--- config.mk ---
export PLATFORM = sky130hd
export DESIGN_NAME = aodiag_record
export DESIGN_NICKNAME = d
export VERILOG_FILES = /design/src/hdl/aodiag_pkg.sv /design/src/hdl/aodiag_record.sv
export SDC_FILE = /design/constraint.sdc
export NUM_CORES = 1
export LEC_CHECK = 0
export ABC_CLOCK_PERIOD_IN_PS = 2800
export BUFFER_PORTS_ARGS = -buffer_cell sky130_fd_sc_hd__buf_2
export CAP_MARGIN = 10
export CORE_MARGIN = 1.5
export CORE_UTILIZATION = 25
export DETAILED_ROUTE_END_ITERATION = 7
export PLACE_DENSITY_LB_ADDON = 0.25
export SYNTH_ARGS = -nofsm -noshare
export SYNTH_HDL_FRONTEND = slang
export SYNTH_SLANG_ARGS = --single-unit
--- constraint.sdc ---
create_clock -name i_clock -period 2.8 [get_ports i_clock]
set_clock_uncertainty 0.1 [all_clocks]
set_input_delay 0.14 -clock i_clock [delete_from_list [all_inputs] [get_ports i_clock]]
set_output_delay 0.14 -clock i_clock [all_outputs]
set_load 0.1 [all_outputs]
--- src/hdl/aodiag_pkg.sv ---
// Constants for the analog output diagnostic record.
package aodiag_pkg;

    // Microsecond ticker timing.
    localparam int CLK_PERIOD_NS  = 10;
    localparam int TICK_PERIOD_NS = 1000;
    localparam int TICK_CYCLES    = (TICK_PERIOD_NS + CLK_PERIOD_NS - 1) / CLK_PERIOD_NS;

    // Record geometry.
    localparam int NUM_CHANNELS   = 4;
    localparam int REC_IDX_W      = 5;
    localparam int STAMP_BYTES    = 4;
    localparam int SPARE_BYTES    = 4;

    // Byte indices within the diagnostic record.
    localparam logic [REC_IDX_W-1:0] IDX_KIND     = 5'h04;
    localparam logic [REC_IDX_W-1:0] IDX_BITS     = 5'h05;
    localparam logic [REC_IDX_W-1:0] IDX_COUNT    = 5'h06;
    localparam logic [REC_IDX_W-1:0] IDX_SUMMARY  = 5'h07;
    localparam logic [REC_IDX_W-1:0] IDX_CH0      = 5'h08;
    localparam logic [REC_IDX_W-1:0] IDX_SPARE0   = 5'h0C;
    localparam logic [REC_IDX_W-1:0] IDX_STAMP0   = 5'h10;

    // Constant record contents.
    localparam logic [7:0] KIND_FIELD_MASK   = 8'h7F;
    localparam logic [7:0] KIND_DIG_IN       = 8'h70;
    localparam logic [7:0] KIND_ANALOG_OUT   = 8'h73;
    localparam logic [7:0] KIND_COUNTER      = 8'h76;
    localparam logic [7:0] DIAG_BITS_VALUE   = 8'h08;
    localparam logic [7:0] CHAN_COUNT_VALUE  = 8'h04;
    localparam logic [7:0] BYTE_ZERO         = 8'h00;

    // Channel fault detail layout.
    localparam int         BIT_PARAM_FAULT   = 0;
    localparam int         BIT_SHORT_FAULT   = 3;
    localparam logic [7:0] DETAIL_USED_MASK  = 8'h09;
    localparam logic [7:0] SUMMARY_USED_MASK = 8'h0F;
    localparam logic [31:0] STAMP_RESET      = 32'h0000_0000;

endpackage : aodiag_pkg

--- src/hdl/aodiag_record.sv ---
// Diagnostic record of a four-channel analog output module, read byte by byte.
//
// How it works
// RQ1 - Type byte reads 73h for analog output, bit 7 reserved as zero.
// RQ2 - A constant byte reports eight diagnostic bits per channel.
// RQ3 - A constant byte reports four channels in this module.
// RQ4 - Summary bits 0..3 flag faulty channel groups; bits 7..4 read zero.
// RQ5 - Detail bit 0 flags a configuration or parameter fault; bits 2..1 zero.
// RQ6 - Detail bit 3 flags an output short to ground; bits 7..4 zero.
// RQ7 - Four timestamp bytes hold the microsecond ticker at the latest fault.
// RQ8 - Short faults are reported only for channels whose detection is enabled.
// RQ9 - Each fault lights its channel indicator and is recorded; no interrupt.
// RQ10 - Each summary bit is the OR of its channel's defined detail bits.
`timescale 1ns/1ns
module aodiag_record
    import aodiag_pkg::*;
#(
    parameter int NUM_CH = NUM_CHANNELS
) (
    // Clock and reset.
    input  wire logic                   i_clock,
    input  wire logic                   i_rst_n,
    // Fault sources, one bit per channel.
    input  wire logic [NUM_CH-1:0]      i_param_fault,
    input  wire logic [NUM_CH-1:0]      i_short_detect,
    input  wire logic [NUM_CH-1:0]      i_short_enable,
    // Record read port from the head station.
    input  wire logic                   i_rd_en,
    input  wire logic [REC_IDX_W-1:0]   i_rd_index,
    output logic      [7:0]             o_rd_data,
    output logic                        o_rd_valid,
    // Channel error indicators.
    output logic      [NUM_CH-1:0]      o_channel_led
);

    logic [7:0]            tick_div;
    logic                  tick_pulse;
    logic [31:0]           us_count;
    logic [7:0]            detail      [NUM_CH];
    logic [7:0]            next_detail [NUM_CH];
    logic [NUM_CH-1:0]     group_fault;
    logic [NUM_CH-1:0]     next_group_fault;
    logic [NUM_CH-1:0]     rising_fault;
    logic                  new_fault;
    logic [31:0]           fault_capture_microseconds;
    logic [7:0]            summary_byte;
    logic [7:0]            next_rd_data;

    // Microsecond ticker divided down from the module clock.
    assign tick_pulse = (tick_div == 8'(TICK_CYCLES - 1));

    always_ff @(posedge i_clock or negedge i_rst_n) begin
        if (!i_rst_n) begin
            tick_div <= 8'h00;
        end else if (tick_pulse) begin
            tick_div <= 8'h00;
        end else begin
            tick_div <= tick_div + 8'h01;
        end
    end

    always_ff @(posedge i_clock or negedge i_rst_n) begin
        if (!i_rst_n) begin
            us_count <= STAMP_RESET;
        end else if (tick_pulse) begin
            us_count <= us_count + 32'h0000_0001;
        end
    end

    // Per-channel detail bytes and group summary.
    generate
        for (genvar ch = 0; ch < NUM_CH; ch++) begin : g_chan
            always_comb begin
                next_detail[ch]                  = BYTE_ZERO;
                next_detail[ch][BIT_PARAM_FAULT] = i_param_fault[ch];                          // [RQ5]
                next_detail[ch][BIT_SHORT_FAULT] = i_short_detect[ch] & i_short_enable[ch];    // [RQ6] [RQ8]
                next_group_fault[ch]             = |(next_detail[ch] & DETAIL_USED_MASK);      // [RQ10]
                rising_fault[ch]                 = |(next_detail[ch] & ~detail[ch] & DETAIL_USED_MASK);
            end

            always_ff @(posedge i_clock or negedge i_rst_n) begin
                if (!i_rst_n) begin
                    detail[ch] <= BYTE_ZERO;
                end else begin
                    detail[ch] <= next_detail[ch];
                end
            end
        end
    endgenerate

    always_ff @(posedge i_clock or negedge i_rst_n) begin
        if (!i_rst_n) begin
            group_fault <= '0;
        end else begin
            group_fault <= next_group_fault;                                                  // [RQ4] [RQ10]
        end
    end

    // Indicators follow the group summary; nothing else is raised.
    always_ff @(posedge i_clock or negedge i_rst_n) begin
        if (!i_rst_n) begin
            o_channel_led <= '0;
        end else begin
            o_channel_led <= next_group_fault;                                                // [RQ9]
        end
    end

    // A newly appearing fault bit stamps the ticker value.
    assign new_fault = |rising_fault;

    always_ff @(posedge i_clock or negedge i_rst_n) begin
        if (!i_rst_n) begin
            fault_capture_microseconds <= STAMP_RESET;
        end else if (new_fault) begin
            fault_capture_microseconds <= us_count;                                           // [RQ7]
        end
    end

    // Read multiplexer; bytes outside this part of the record read as zero.
    always_comb begin
        summary_byte               = BYTE_ZERO;
        summary_byte[NUM_CH-1:0]   = group_fault;
        summary_byte               = summary_byte & SUMMARY_USED_MASK;                        // [RQ4]
        next_rd_data               = BYTE_ZERO;
        if (i_rd_index == IDX_KIND) begin
            next_rd_data = KIND_ANALOG_OUT & KIND_FIELD_MASK;                                 // [RQ1]
        end else if (i_rd_index == IDX_BITS) begin
            next_rd_data = DIAG_BITS_VALUE;                                                   // [RQ2]
        end else if (i_rd_index == IDX_COUNT) begin
            next_rd_data = CHAN_COUNT_VALUE;                                                  // [RQ3]
        end else if (i_rd_index == IDX_SUMMARY) begin
            next_rd_data = summary_byte;
        end
        for (int i = 0; i < NUM_CH; i++) begin
            if (i_rd_index == IDX_CH0 + REC_IDX_W'(i)) begin
                next_rd_data = detail[i] & DETAIL_USED_MASK;                                  // [RQ5] [RQ6]
            end
        end
        for (int k = 0; k < STAMP_BYTES; k++) begin
            if (i_rd_index == IDX_STAMP0 + REC_IDX_W'(k)) begin
                next_rd_data = fault_capture_microseconds[8*k +: 8];                          // [RQ7]
            end
        end
    end

    always_ff @(posedge i_clock or negedge i_rst_n) begin
        if (!i_rst_n) begin
            o_rd_data <= BYTE_ZERO;
        end else if (i_rd_en) begin
            o_rd_data <= next_rd_data;
        end
    end

    always_ff @(posedge i_clock or negedge i_rst_n) begin
        if (!i_rst_n) begin
            o_rd_valid <= 1'b0;
        end else begin
            o_rd_valid <= i_rd_en;
        end
    end
endmodule : aodiag_record

# Word-level counts from Yosys, hierarchy flattened
# Index checks and enable logic that the tools add are counted.
# Widths: inputs -> output; s select.
[word_totals]
reg_bits = 93
output_inout_bits = 13
input_bits = 20
[op_classes]
reduce_logical = 5
bitwise = 12
muxes = 13
addsub = 2
n_eq_ne = 13
[ops]
columns = ["operator", "n"]
rows = [
  ["$mux 8", 12],
  ["$add 32x1->32 const B", 1],
  ["$eq 5x3->1 const B", 4],
  ["$eq 5x4->1 const B", 4],
  ["$eq 5x5->1 const B", 4],
  ["$and 4x4->4", 4],
  ["$not 4->4", 4],
  ["$add 8x1->8 const B", 1],
  ["$eq 8x7->1 const B", 1],
  ["$reduce_or 2->1", 4],
  ["$reduce_or 8->1", 1],
  ["$and 1x1->1", 4],
  ["$mux 4", 1],
]

# Depth between registers and ports, before layout
[logic_depth]
depth_word = 13
mapped_depth = 6
ltp_nobuf = 6

# Worst setup path after synthesis
# Ideal clock, no wire load.
[synth_path]
kind = "reg2reg"
startpoint = "register tick_div[0]"
endpoint = "register us_count[26]"
synth_period_minus_slack_ns = 2.181
arrival_ns = 1.958
path_stages_with_launch = 7
setup_slack_ns = 0.619
path_buffers = 0
setup_time_ns = 0.123
path_cell_list = "dfrtp_1 > ha_1 > or3b_1 > or4_4 > nor4_4 > nand3_1 > xnor2_1"
[synth_via]
elab_chain_len = 1
[synth_rtl]
columns = ["item", "line", "source"]
rows = [
  ["start, declared", "aodiag_record.sv:36", "logic [7:0] tick_div;"],
  ["start signal, assigned", "aodiag_record.sv:58", "tick_div <= tick_div + 8'h01;"],
  ["$eq 8x7->1", "aodiag_record.sv:50", "assign tick_pulse = (tick_div == 8'(TICK_CYCLES - 1));"],
  ["end signal, assigned", "aodiag_record.sv:66", "us_count <= us_count + 32'h0000_0001;"],
  ["end, declared", "aodiag_record.sv:38", "logic [31:0] us_count;"],
]
# Every way passes these cells.
# A chain may end at the register's enable or synchronous reset.

# Worst setup path after layout
[layout_path]
startpoint = "register tick_div[0]"
endpoint = "register us_count[30]"
# The elaborated chain is that of the path after synthesis.

==> run_results.csv <==
group,metric,value,unit
outcome,status,"complete, no violations",
placed_design,dp_slack,0.458,ns
die,fp.dieW,134,um
route,route.vias.total,2993,
sta,min_period_over_period,83.4,%
sta,rsz0062_at_grt,"no",
die,num_rows,47,
die,start_util,25.7,%
clock_tree,clkTransAtPathRegs,0.06,ns
hold_path,min-delay-start,"i_rd_index[3]",
power,p_leak,2.38,nW
yosys,seq_area_frac_synth,54.3,%
yosys,synthFlopType,"dfrtp_1",
sta,fin_ws,0.464,ns
route,wl,9630,um
critical_path,worstSetupPathType,"register to register",
route,vias_per_cell,4.58,
grt,grt_max_degree,51,
grt,grt_pass1_vias,2915,
critical_path,crit_fanout,5,
grt,overflow,0,
yosys,ys_top_cells_by_count,"dfrtp_1, mux2_2, nand2_1, nor2_1, inv_1",
sta,worst_slew_pin_slew,0.756,ns
power,irDropWorstVdd,0.252,mV
sta,relSlewSlack,49.5,%
hold_path,hold_class,"input port to register",
critical_path,crit_required,2.93,ns
yosys,netlist-cell-type-count,43,
grt,grt_pass1_wl,15900,um
cells_and_area,fin_util,30.9,%
critical_path,worstSetupStartpointType,"register",
placed_design,portBuffers,32,
critical_path,arrival,2.46,ns
yosys,syn_inst,382,
critical_path,endpoint_kind,"register",
yosys,synth-async-reset-ratio,100,%
yosys,synth_most_common_cell,"dfrtp_1",
grt,antenna_found_initial,0,
placed_design,routabilityCongestion,0.771,
critical_path,r2r_cells,6,
clock_tree,cts_root_buffer,"clkbuf_16",
sta,hold_viol_final,0,
cells_and_area,drive_gt1_share,20.3,%
die,die_y,134,um
clock_tree,numCtsBuffers,9,
yosys,yosysTopAreaCellShare,54.3,%
clock_tree,cts_tree,"yes",
sta,totalNegativeSetupSlack,0,ns
yosys,synth_seq_cells,93,
sta,fmax,0.428,GHz
yosys,synth_area,0.00429,sq mm
power,power_density,550,mW/mm^2
hold_path,min_path_cells,2,
sta,slew_violations,0,
die,die-area,0.0180,sq mm
clock_tree,clock_path_buffers,2,
critical_path,critPathLaunch,"tick_div[0]",
yosys,ys_warn_count,0,
cells_and_area,antennaDiodeCount,0,
cells_and_area,fin_nets,452,
clock_tree,cts_resized,0,
route,first_pass_iters,6,
sta,setup_viol,0,
route,drc_errors,0,
route,avgRoutedWirePerCell,14.7,um
yosys,syn_avg_cell_area,11.2,sq um
yosys,synth_fp_nets,404,
yosys,yosysTopAreaCell,"dfrtp_1",
placed_design,dpl.hpwl,6810,um
route,drt_iter0_drc,158,
clock_tree,cts.sinks,93,
critical_path,rr_startpoint,"tick_div[0]",
die,ios,33,
clock_tree,cts.htree.levels,3,
die,core_area,0.0167,sq mm
yosys,synth_enable_flop_cells,0,
run,cap_violations,0,
grt,grt_usage,11.6,%
route,final_antenna_net_count,0,
clock_tree,clock_latency,0.34,ns
cells_and_area,area_growth,20.2,%
power,total_power,0.00283,W
sta,fin_crit,2.34,ns
yosys,synth_area_leaders,"dfrtp_1, mux2_2, xnor2_1",
cell families after synthesis:
kind of cell	Yosys count	synth area share (%)
AND/OR/NAND/NOR	122	16.0
flip-flops	93	54.3
AO/OA/AOI/OAI	52	7.64
multiplexers	40	10.6
XOR/XNOR	38	7.76
buffers and inverters	35	3.18
adder cells (fa/ha/maj)	2	0.583
layout make-up:
| class | instances | area (sq um) |
|---|---|---|
| multi-input combinational | 254 | 1830 |
| tap | 220 | 275 |
| clock inverter | 4 | 48.8 |
| clock buffer | 11 | 243 |
| sequential | 93 | 2330 |
| inverter | 21 | 78.8 |
| timing repair buffer | 51 | 353 |
| fill | 1703 | 11500 |
flip-flops by register name, summed over array words and instances, names as in the netlist:
register / flops
detail: 8
fault_capture_microseconds: 32
o_channel_led: 4
o_rd_data: 8
o_rd_valid: 1
tick_div: 8
us_count: 32
where the power goes:
group | total [W] | internal, W | switching (W) | leakage (nW)
combinational | 0.000259 | 0.0000720 | 0.000187 | 0.983
clock | 0.00121 | 0.000710 | 0.000497 | 0.145
sequential | 0.00137 | 0.00136 | 0.00000780 | 1.25
cells in the final DEF (no fill, tap or decap), types with 6 or more instances in the layout:
master / instances
buf_2: 31
dlygate4sd3_1: 14
nand2_1: 26
nor3_1: 6
nor2_1: 22
xor2_1: 19
nand3_1: 18
a21oi_1: 12
mux2i_1: 6
and3_1: 6
clkbuf_16: 9
dfrtp_1: 93
a22oi_1: 6
xnor2_1: 19
inv_1: 21
mux2_2: 33
and4_1: 8
o21ai_0: 15
nand4_1: 8
critical path, cell delays in order (launching register included):
cell and delay, ns:
dfrtp_1 0.38, ha_1 0.24, or3b_1 0.41, or4_4 0.53, nor4_4 0.28, nand3_1 0.14
xnor2_1 0.14
through the flow:
stage               hold WS (ns)  instances  area, sq um
floorplan                 -0.256        382         4290
global placement          0.0825        625         4720
detailed placement        0.0952        625         4720
CTS                        0.167        654         5160
global route               0.178        654         5160
finish                     0.180        654         5160
final timing paths:
path | endpoint | slack [ns]
max in group asynchronous | fault_capture_microseconds[18] | 1.65
worst min register to register | us_count[31] | 0.38
worst min-delay path | o_rd_data[1] | 0.18
worst max register to register | us_count[30] | 0.46
min in group asynchronous | o_channel_led[0] | 0.25
worst max-delay path | us_count[30] | 0.46
routing by layer:
metal | part of all wire (%) | wire length (um) | global-route usage (%)
met5 | 0 | 0 | 0
met4 | 2.7 | 259 | 5.98
met3 | 3.4 | 324 | 2.49
met2 | 44 | 4250 | 17.1
met1 | 50 | 4800 | 16.1
what timing repair did:
item	CTS	global route
hold buffers	14	0
hold endpoints to repair	56	0
setup endpoints to repair	0	0
setup buffers	0	0
Power figures use the tool's default switching activity.
